--- src/common/clock_gen_unit_pkg.sv ---
// clock generator mode and ratio configuration constants
// assumes a simple word-addressed register port, one clock domain
//
// Notes on behaviour
// - multiplier select bits 6:4 decode to 4,6,8,...,18.
// - divider select bits 2:0 decode to 1,2,4,...,128.
// - self-clocked output is loop oscillator clock divided by divider.
// - bypass external output is external clock divided by divider, loop unused.
// - locked internal output is internal reference /7 *64 *mult /div.
// - locked external output is ext *P *mult /div; P=64 low range, 1 high.
// - bus clock is half the generator output.
// - after reset the block runs self-clocked, about 8 MHz out.
// - mode control bit 6 picks range; 0 means low range, prescale 64.
// - mode request bits 4:3 equal 11 select locked external.
// - mode control bit 0 always reads zero.
// - mode control bit 5 requests the crystal oscillator.
// - lock-loss reset enable low means lock loss raises interrupt.
// - clock-loss reset enable low means clock loss raises interrupt.
// - first status register read-only except writing with bit 0 set clears interrupt flag.
// - loop filter value 11:0 adjusts itself; bits 15:12 read zero.
// - locked internal keeps internal reference and loop oscillator on.
// - self-clocked runs loop oscillator open loop, internal reference off.
// - bypass external turns internal reference and loop oscillator off.
// - mode codes 00 self, 01 locked int, 10 bypass ext, 11 locked ext.
// - actual mode follows a request only several cycles later, when conditions hold; clock loss drops it to self at once.
package clock_gen_unit_pkg;

    localparam int ADDR_W = 3;
    localparam logic [2:0] OFS_MODE_CTRL = 3'h0;
    localparam logic [2:0] OFS_RATIO_CTRL = 3'h1;
    localparam logic [2:0] OFS_STATUS1 = 3'h2;
    localparam logic [2:0] OFS_STATUS2 = 3'h3;
    localparam logic [2:0] OFS_FILTER_HI = 3'h4;
    localparam logic [2:0] OFS_FILTER_LO = 3'h5;
    localparam logic [2:0] OFS_TRIM = 3'h6;

    // mode control fields
    localparam int MC_HIGH_GAIN = 7;
    localparam int MC_RANGE = 6;
    localparam int MC_EXT_REF = 5;
    localparam int MC_MODE_HI = 4;
    localparam int MC_MODE_LO = 3;
    localparam int MC_KEEP_STOP = 2;
    localparam int MC_LOSS_OFF = 1;
    // ratio control fields
    localparam int RC_LOCK_RST = 7;
    localparam int RC_MULT_HI = 6;
    localparam int RC_MULT_LO = 4;
    localparam int RC_CLK_RST = 3;
    localparam int RC_DIV_HI = 2;
    localparam int RC_DIV_LO = 0;
    // status 1 and status 2 fields
    localparam int S1_MODE_HI = 7;
    localparam int S1_MODE_LO = 6;
    localparam int S1_EXT_OK = 5;
    localparam int S1_CLK_LOST = 4;
    localparam int S1_LOCKED = 3;
    localparam int S1_LOCK_LOST = 2;
    localparam int S1_REF_STABLE = 1;
    localparam int S1_IRQ = 0;
    localparam int S2_OSC_STABLE = 0;

    localparam logic [7:0] MODE_CTRL_RST = 8'h00;
    localparam logic [7:0] RATIO_CTRL_RST = 8'h00;
    localparam logic [7:0] TRIM_RST = 8'h80;
    localparam logic [11:0] FILTER_RST = 12'h000;
    localparam logic [7:0] MODE_CTRL_RD_MASK = 8'hfe;

    localparam int REF_OSC_DIVISOR = 7;
    localparam int LOW_RANGE_PRESCALE = 64;
    localparam int HIGH_RANGE_PRESCALE = 1;
    localparam int MULT_BASE = 4;
    localparam int MULT_STEP = 2;

    // settling time before actual mode follows request
    localparam int SETTLE_NS = 200;
    localparam int CLK_PERIOD_NS = 10;
    localparam int SETTLE_CYCLES = (SETTLE_NS + CLK_PERIOD_NS - 1) / CLK_PERIOD_NS;

    typedef enum logic [1:0] {
        MODE_SELF = 2'b00,
        MODE_LOCK_INT = 2'b01,
        MODE_BYPASS_EXT = 2'b10,
        MODE_LOCK_EXT = 2'b11
    } clk_mode_t;

endpackage : clock_gen_unit_pkg

--- src/rtl/clock_gen_unit.sv ---
// clock generator mode selection, ratio decode, status and filter registers
// assumes external/osc status inputs from analog cells; ratio values drive synthesizer
`timescale 1ns/100ps
module clock_gen_unit
    import clock_gen_unit_pkg::*;
#(
    parameter int SETTLE = SETTLE_CYCLES
) (
    input wire logic clk_sys,
    input wire logic reset_n,
    input wire logic [ADDR_W-1:0] reg_addr,
    input wire logic [7:0] reg_wdata,
    input wire logic reg_write,
    input wire logic reg_read,
    output logic [7:0] reg_rdata,
    input wire logic ext_clock_ok,
    input wire logic osc_locked,
    input wire logic osc_stable,
    input wire logic filter_step_up,
    input wire logic filter_step_down,
    output logic [1:0] mode_actual,
    output logic [4:0] mult_factor,
    output logic [7:0] div_factor,
    output logic [6:0] prescale,
    output logic ref_osc_on,
    output logic digital_ctrl_osc_on,
    output logic loop_closed,
    output logic use_ext_clock,
    output logic ext_osc_enable,
    output logic high_gain_select,
    output logic bus_div_half,
    output logic lock_loss_reset,
    output logic clock_loss_reset,
    output logic irq_pending,
    output logic [7:0] trim_value
);

    typedef struct packed {
        logic [7:0] mode_ctrl;
        logic [7:0] ratio_ctrl;
        logic [11:0] filter;
        logic [7:0] trim;
        logic first_write_done;
        logic [1:0] actual;
        logic [15:0] settle_cnt;
        logic lock_lost;
        logic clk_lost;
        logic locked_prev;
        logic ext_prev;
        logic [7:0] rdata;
        logic [4:0] mult;
        logic [7:0] divf;
        logic [6:0] pre;
        logic ref_on;
        logic osc_on;
        logic closed;
        logic use_ext;
        logic lock_rst;
        logic clk_rst;
        logic half;
        logic irq;
    } state_t;

    state_t st_reg;
    state_t st_next;

    logic [1:0] rst_sync_reg;
    logic rst_n_int;
    logic [2:0] in1_reg;
    logic [2:0] in2_reg;
    logic ext_ok_s;
    logic locked_s;
    logic stable_s;

    // --------------------------------------------------------------
    // reset release and input synchronisers
    // --------------------------------------------------------------
    always_ff @(posedge clk_sys or negedge reset_n) begin
        if (!reset_n) begin
            rst_sync_reg <= 2'b00;
        end else begin
            rst_sync_reg <= {rst_sync_reg[0], 1'b1};
        end
    end
    assign rst_n_int = rst_sync_reg[1];

    always_ff @(posedge clk_sys or negedge rst_n_int) begin
        if (!rst_n_int) begin
            in1_reg <= 3'b000;
            in2_reg <= 3'b000;
        end else begin
            in1_reg <= {osc_stable, osc_locked, ext_clock_ok};
            in2_reg <= in1_reg;
        end
    end
    assign ext_ok_s = in2_reg[0];
    assign locked_s = in2_reg[1];
    assign stable_s = in2_reg[2];

    // --------------------------------------------------------------
    // next state
    // --------------------------------------------------------------
    always_comb begin
        logic [1:0] req;
        logic [1:0] target;
        logic ext_req;
        logic lock_fall;
        logic ext_fall;
        logic [7:0] wmode;
        st_next = st_reg;
        req = st_reg.mode_ctrl[MC_MODE_HI:MC_MODE_LO];
        ext_req = st_reg.mode_ctrl[MC_EXT_REF];
        lock_fall = st_reg.locked_prev && !locked_s && st_reg.closed;
        ext_fall = st_reg.ext_prev && !ext_ok_s && st_reg.use_ext;
        wmode = reg_wdata;
        target = st_reg.actual;

        // register writes
        if (reg_write) begin
            case (reg_addr)
                OFS_MODE_CTRL: begin
                    // external request and high gain fixed after first write
                    if (st_reg.first_write_done) begin
                        wmode[MC_EXT_REF] = st_reg.mode_ctrl[MC_EXT_REF];
                        wmode[MC_HIGH_GAIN] = st_reg.mode_ctrl[MC_HIGH_GAIN];
                    end
                    st_next.mode_ctrl = wmode & MODE_CTRL_RD_MASK;
                    st_next.first_write_done = 1'b1;
                end
                OFS_RATIO_CTRL: st_next.ratio_ctrl = reg_wdata;
                OFS_TRIM: st_next.trim = reg_wdata;
                default: ;
            endcase
        end

        if (reg_write && reg_addr == OFS_STATUS1 && reg_wdata[S1_IRQ]) begin
            st_next.lock_lost = 1'b0;
            st_next.clk_lost = 1'b0;
        end
        if (lock_fall) begin
            st_next.lock_lost = 1'b1;
        end
        if (ext_fall && !st_reg.mode_ctrl[MC_LOSS_OFF]) begin
            st_next.clk_lost = 1'b1;
        end
        st_next.locked_prev = locked_s;
        st_next.ext_prev = ext_ok_s;
        st_next.irq = st_next.lock_lost || st_next.clk_lost;
        st_next.half = 1'b1;

        // filter tracks loop only while closed
        if (st_reg.closed && filter_step_up && st_reg.filter != 12'hfff) begin
            st_next.filter = st_reg.filter + 12'h001;
        end else if (st_reg.closed && filter_step_down && st_reg.filter != 12'h000) begin
            st_next.filter = st_reg.filter - 12'h001;
        end

        // pick reachable target for the request
        case (req)
            MODE_SELF: target = MODE_SELF;
            MODE_LOCK_INT: target = stable_s ? MODE_LOCK_INT : MODE_SELF;
            MODE_BYPASS_EXT: target = (ext_req && ext_ok_s) ? MODE_BYPASS_EXT : MODE_SELF;
            // locked external needs reference and oscillator
            MODE_LOCK_EXT: begin
                if (ext_req && ext_ok_s && stable_s) begin
                    target = MODE_LOCK_EXT;
                end else if (ext_req && ext_ok_s) begin
                    target = MODE_BYPASS_EXT;
                end else begin
                    target = MODE_SELF;
                end
            end
            default: target = MODE_SELF;
        endcase
        // clock lost drops back to self-clocked at once
        if (st_reg.use_ext && !ext_ok_s) begin
            target = MODE_SELF;
            st_next.actual = MODE_SELF;
            st_next.settle_cnt = 16'h0000;
        end else if (target != st_reg.actual) begin
            if (st_reg.settle_cnt >= 16'(SETTLE - 1)) begin
                st_next.actual = target;
                st_next.settle_cnt = 16'h0000;
            end else begin
                st_next.settle_cnt = st_reg.settle_cnt + 16'h0001;
            end
        end else begin
            st_next.settle_cnt = 16'h0000;
        end

        st_next.mult = 5'(MULT_BASE) + 5'(MULT_STEP) * {2'b00, st_reg.ratio_ctrl[RC_MULT_HI:RC_MULT_LO]};
        st_next.divf = 8'h01 << st_reg.ratio_ctrl[RC_DIV_HI:RC_DIV_LO];

        case (st_next.actual)
            MODE_LOCK_INT: st_next.pre = 7'(LOW_RANGE_PRESCALE);
            MODE_LOCK_EXT: st_next.pre = st_reg.mode_ctrl[MC_RANGE]
                ? 7'(HIGH_RANGE_PRESCALE) : 7'(LOW_RANGE_PRESCALE);
            default: st_next.pre = 7'(HIGH_RANGE_PRESCALE);
        endcase

        case (st_next.actual)
            MODE_SELF: begin
                st_next.ref_on = 1'b0;
                st_next.osc_on = 1'b1;
                st_next.closed = 1'b0;
                st_next.use_ext = 1'b0;
            end
            MODE_LOCK_INT: begin
                st_next.ref_on = 1'b1;
                st_next.osc_on = 1'b1;
                st_next.closed = 1'b1;
                st_next.use_ext = 1'b0;
            end
            MODE_BYPASS_EXT: begin
                st_next.ref_on = 1'b0;
                st_next.osc_on = 1'b0;
                st_next.closed = 1'b0;
                st_next.use_ext = 1'b1;
            end
            default: begin
                st_next.ref_on = 1'b0;
                st_next.osc_on = 1'b1;
                st_next.closed = 1'b1;
                st_next.use_ext = 1'b1;
            end
        endcase

        // reset requests only when enable bits set
        st_next.lock_rst = lock_fall && st_reg.ratio_ctrl[RC_LOCK_RST];
        st_next.clk_rst = ext_fall && !st_reg.mode_ctrl[MC_LOSS_OFF]
            && st_reg.ratio_ctrl[RC_CLK_RST];

        // read path, data one cycle later
        st_next.rdata = 8'h00;
        if (reg_read) begin
            case (reg_addr)
                OFS_MODE_CTRL: st_next.rdata = st_reg.mode_ctrl & MODE_CTRL_RD_MASK;
                OFS_RATIO_CTRL: st_next.rdata = st_reg.ratio_ctrl;
                OFS_STATUS1: begin
                    st_next.rdata[S1_MODE_HI:S1_MODE_LO] = st_reg.actual;
                    st_next.rdata[S1_EXT_OK] = ext_ok_s;
                    st_next.rdata[S1_CLK_LOST] = st_reg.clk_lost;
                    st_next.rdata[S1_LOCKED] = locked_s && st_reg.closed;
                    st_next.rdata[S1_LOCK_LOST] = st_reg.lock_lost;
                    st_next.rdata[S1_REF_STABLE] = stable_s;
                    st_next.rdata[S1_IRQ] = st_reg.lock_lost || st_reg.clk_lost;
                end
                OFS_STATUS2: st_next.rdata[S2_OSC_STABLE] = stable_s;
                OFS_FILTER_HI: st_next.rdata = {4'h0, st_reg.filter[11:8]};
                OFS_FILTER_LO: st_next.rdata = st_reg.filter[7:0];
                OFS_TRIM: st_next.rdata = st_reg.trim;
                default: st_next.rdata = 8'h00;
            endcase
        end
    end

    // --------------------------------------------------------------
    // state register
    // --------------------------------------------------------------
    always_ff @(posedge clk_sys or negedge rst_n_int) begin
        if (!rst_n_int) begin
            st_reg <= '0;
            st_reg.actual <= MODE_SELF;
            st_reg.mode_ctrl <= MODE_CTRL_RST;
            st_reg.ratio_ctrl <= RATIO_CTRL_RST;
            st_reg.filter <= FILTER_RST;
            st_reg.trim <= TRIM_RST;
            st_reg.mult <= 5'(MULT_BASE);
            st_reg.divf <= 8'h01;
            st_reg.pre <= 7'(HIGH_RANGE_PRESCALE);
            st_reg.osc_on <= 1'b1;
            st_reg.half <= 1'b1;
        end else begin
            st_reg <= st_next;
        end
    end

    // --------------------------------------------------------------
    // outputs
    // --------------------------------------------------------------
    assign reg_rdata = st_reg.rdata;
    assign mode_actual = st_reg.actual;
    assign mult_factor = st_reg.mult;
    assign div_factor = st_reg.divf;
    assign prescale = st_reg.pre;
    assign ref_osc_on = st_reg.ref_on;
    assign digital_ctrl_osc_on = st_reg.osc_on;
    assign loop_closed = st_reg.closed;
    assign use_ext_clock = st_reg.use_ext;
    assign ext_osc_enable = st_reg.mode_ctrl[MC_EXT_REF];
    assign high_gain_select = st_reg.mode_ctrl[MC_HIGH_GAIN];
    assign bus_div_half = st_reg.half;
    assign lock_loss_reset = st_reg.lock_rst;
    assign clock_loss_reset = st_reg.clk_rst;
    assign irq_pending = st_reg.irq;
    assign trim_value = st_reg.trim;

endmodule : clock_gen_unit
--- config.mk ---
export PLATFORM = sky130hd
export DESIGN_NAME = clock_gen_unit
export DESIGN_NICKNAME = d
export VERILOG_FILES = /design/src/common/clock_gen_unit_pkg.sv /design/src/rtl/clock_gen_unit.sv
export SDC_FILE = /design/constraint.sdc
export NUM_CORES = 1
export LEC_CHECK = 0
export ABC_AREA = 1
export BUFFER_PORTS_ARGS = -buffer_cell sky130_fd_sc_hd__buf_4
export CAP_MARGIN = 0
export CORE_ASPECT_RATIO = 1.2
export CORE_MARGIN = 4
export CORE_UTILIZATION = 40
export DETAILED_ROUTE_END_ITERATION = 16
export PLACE_DENSITY = 0.71
export SETUP_SLACK_MARGIN = 0.05
export SKIP_CTS_REPAIR_TIMING = 1
export SYNTH_ARGS = -nofsm -noshare
export SYNTH_HDL_FRONTEND = slang
export SYNTH_SLANG_ARGS = --single-unit
--- constraint.sdc ---
create_clock -name clk_sys -period 3.7 [get_ports clk_sys]
set_clock_uncertainty 0.1 [all_clocks]
set_input_delay 1.11 -clock clk_sys [delete_from_list [all_inputs] [get_ports clk_sys]]
set_output_delay 1.11 -clock clk_sys [all_outputs]
set_load 0.01 [all_outputs]
==> impl_results.md <==
* Status: complete, no violations
* R2R depth at 13
* Cell Count, Final, Fillers Out at roughly 740
* Synth-to-Final Area Change at 15.5%
* Clock sinks at 94
* Vias in the first global route at between 3000 and 4000
* Worst EP arrival at ~2.7 ns
* Worst-Margin Slew at 0.824 ns
* Final core area utilization at 47.5%
* Synth Flop Type: dfrtp_1
* Avg Inst Size Synth at approximately 8.6 um^2
* Post-synthesis cell count at 531
* Crit path launch type: primary input
* Async set or reset register ratio after synthesis at 100%
* Initial core utilization at 41.1%
* Final period util at ~69%
* Post-synthesis sequential element count at 94
* Diode count at 0
* VDD IR-drop max at 317 uV
* Final hold vios at 0
* DP Worst Slack at 0.801 ns
* Final setup fails at 0
* CTS tree: built
* I/O Buffers at 60
* Detailed-route DRC error count at 0
* Setup TNS at 0 ns
* Slew Limit Fails at 0
* Post-DRT Antenna Nets at 0
* # placed instances at ~720
* Die H at around 130 um
* Worst-path maximum fanout at 13
* Initial antenna violation count at 0
* Synth warn at 0
* FMAX at between 0.3 and 0.4 GHz
* Final min period at between 2 and 3 ns
* IO Pins at 68
* Max_slew headroom at 45.0%
* Synthesized area at ~0.0046 mm^2
* Core area at around 0.011 mm^2
* Largest register FFs at 46
* Sequential-to-total area share from yosys stat at 51.5%
* Placed cell area at a little under 0.005 mm^2
* Avg WL per Cell at ~14 um
* Yosys cell types at 32
* Power Dens Cells at between 600 and 700 mW/mm^2
* RePlAce Congestion at around 0.83
* Reg clk slew, reported paths at 0.06 ns
* Initial DRC Count at between 200 and 300
* HPWL Detailed at 7580 um
* Die ar. at 0.0132 mm^2
* Via count at between 3000 and 4000
* RSZ-0062 raised after global routing: false
* Final setup margin at between 1 and 1.5 ns
* Total Routing Usage GR at 15.5%
* CP Class: primary input to flip-flop
* Clock Tree Root: clkbuf_16
* Pleak at 2.73 nW
* Row cnt at between 40 and 50
* Post-synth EDFFs at 0
* Hold path cells at 0
* Htree depth at 3
* Die width at 106 um
* CP required at between 3 and 4 ns
* Crit path capture type: flip-flop
* Hold crit path type: flip-flop to flip-flop
* Inserted Clock Buffers at 9
* Final Cell Area at around 0.0053 mm^2
* First-pass GRT wire length at approximately 16000 um
* Maxcap violations at 0
* Largest net degree at the start of global routing at 65
* Total grt overflow at 0
* DR vias/cell at approximately 4.7
* Share of post-route cells with drive strength above 1 at about 18%
* Longest Clk Path Bufs at 2
* Overall routed net length at roughly 10000 um
* Final nets at 611
* Worst skew pair latency at 0.34 ns
* Drt first pass iters at 4
critical path: stages:
cell     delay, ns
buf_4         0.08
nand2_1       0.04
inv_1         0.06
nand2_2       0.19
ha_1          0.45
nand2_1       0.12
nor2_1        0.18
nand2_1       0.07
nor2_1        0.10
nor2_1        0.05
nand2_1       0.08
nand2_1       0.05
nand2_1       0.05
nand2_1       0.05
cell usage after synthesis (3+ instances only):
master | count | share of area, %
nor3_1 | 11 | 1.2
nand2_2 | 4 | 0.55
inv_2 | 4 | 0.33
dfrtp_1 | 89 | 49
inv_1 | 56 | 4.6
dfstp_2 | 5 | 2.9
xnor2_1 | 3 | 0.57
nand4_1 | 6 | 0.82
buf_6 | 3 | 0.74
nand2_1 | 146 | 12
buf_4 | 40 | 6.6
o21ai_1 | 4 | 0.44
a21oi_1 | 10 | 1.1
xor2_1 | 8 | 1.5
nor2_1 | 46 | 3.8
ha_1 | 12 | 3.3
o21ai_0 | 27 | 2.9
nand3_1 | 27 | 2.9
a31oi_1 | 5 | 0.68
o21ai_2 | 8 | 1.5
metrics by stage:
step	hold WS (ns)	power [mW]
2_1_floorplan	0.231	2.19
3_3_place_gp	0.235	2.44
3_5_place_dp	0.238	2.45
4_1_cts	0.253	3.43
5_1_grt	0.256	3.65
6_report	0.251	3.41
per-layer routing:
layer,track usage (%),vias up,share of wire (%)
met5,0,-,0
met4,6.55,0,3.5
met3,2.99,19,4.2
met2,26.4,84,50
met1,19.3,1636,43
li1,-,1727,-
power breakdown:
part | total, mW | leakage, nW | switching (mW) | internal [mW]
Sequential | 1.38 | 1.18 | 0.182 | 1.19
Clock | 0.965 | 0.155 | 0.384 | 0.580
Combinational | 1.07 | 1.40 | 0.639 | 0.431
area by class of cell:
class                           instances  area, um^2
Sequential cell                        94        2360
Tap cell                              154         193
Inverter                               60         225
Multi-Input combinational cell        351        1730
Clock buffer                           12         267
Clock inverter                          4        51.3
Timing Repair Buffer                   62         465
Fill cell                            1102        5850
final timing paths:
path                                           start                      to  slack (ns)
setup reg to reg              st_reg[67]$_DFFE_PN0P_  st_reg[78]$_DFFE_PN0P_        1.27
hold / removal                  in1_reg[0]$_DFF_PN0_    in2_reg[0]$_DFF_PN0_        0.25
max in group asynchronous  rst_sync_reg[1]$_DFF_PN0_   prescale[0]$_DFF_PN1_        2.23
hold reg to reg                 in1_reg[0]$_DFF_PN0_    in2_reg[0]$_DFF_PN0_        0.25
setup / recovery                      filter_step_up  st_reg[78]$_DFFE_PN0P_        1.13
min in group asynchronous  rst_sync_reg[1]$_DFF_PN0_  st_reg[74]$_DFFE_PN0P_        0.32
cell families after synthesis:
kind of cell / after synthesis / share of synthesized area [%]
AOI/OAI and AO/OA: 62 / 8.00
xor gates and xnor gates: 11 / 2.10
adders and majority gates: 13 / 3.71
buffers and inverters: 103 / 12.2
DFF: 94 / 51.5
other: 2 / 0.164
and+or+nand+nor: 246 / 22.3
cell usage in the layout (no fill, tap or decap), types with 2 or more instances in the layout:
cell type and instances:
conb_1 19, dfrtp_1 88, o21ai_2 8, inv_2 4
nor2_2 2, xor2_1 8, xnor2_1 3, inv_1 56
buf_4 62, nor3_1 11, nand2_2 4, clkbuf_8 3
o21ai_0 27, dfstp_2 5, nor2_1 46, nand3_1 27
o21ai_1 4, a211oi_1 2, ha_1 12, clkbuf_16 9
o22ai_1 2, nand2_1 146, a31oi_1 5, a21oi_1 10
nand3b_1 2, nand4_1 6
No activity file was read; power rests on OpenSTA's default activity.
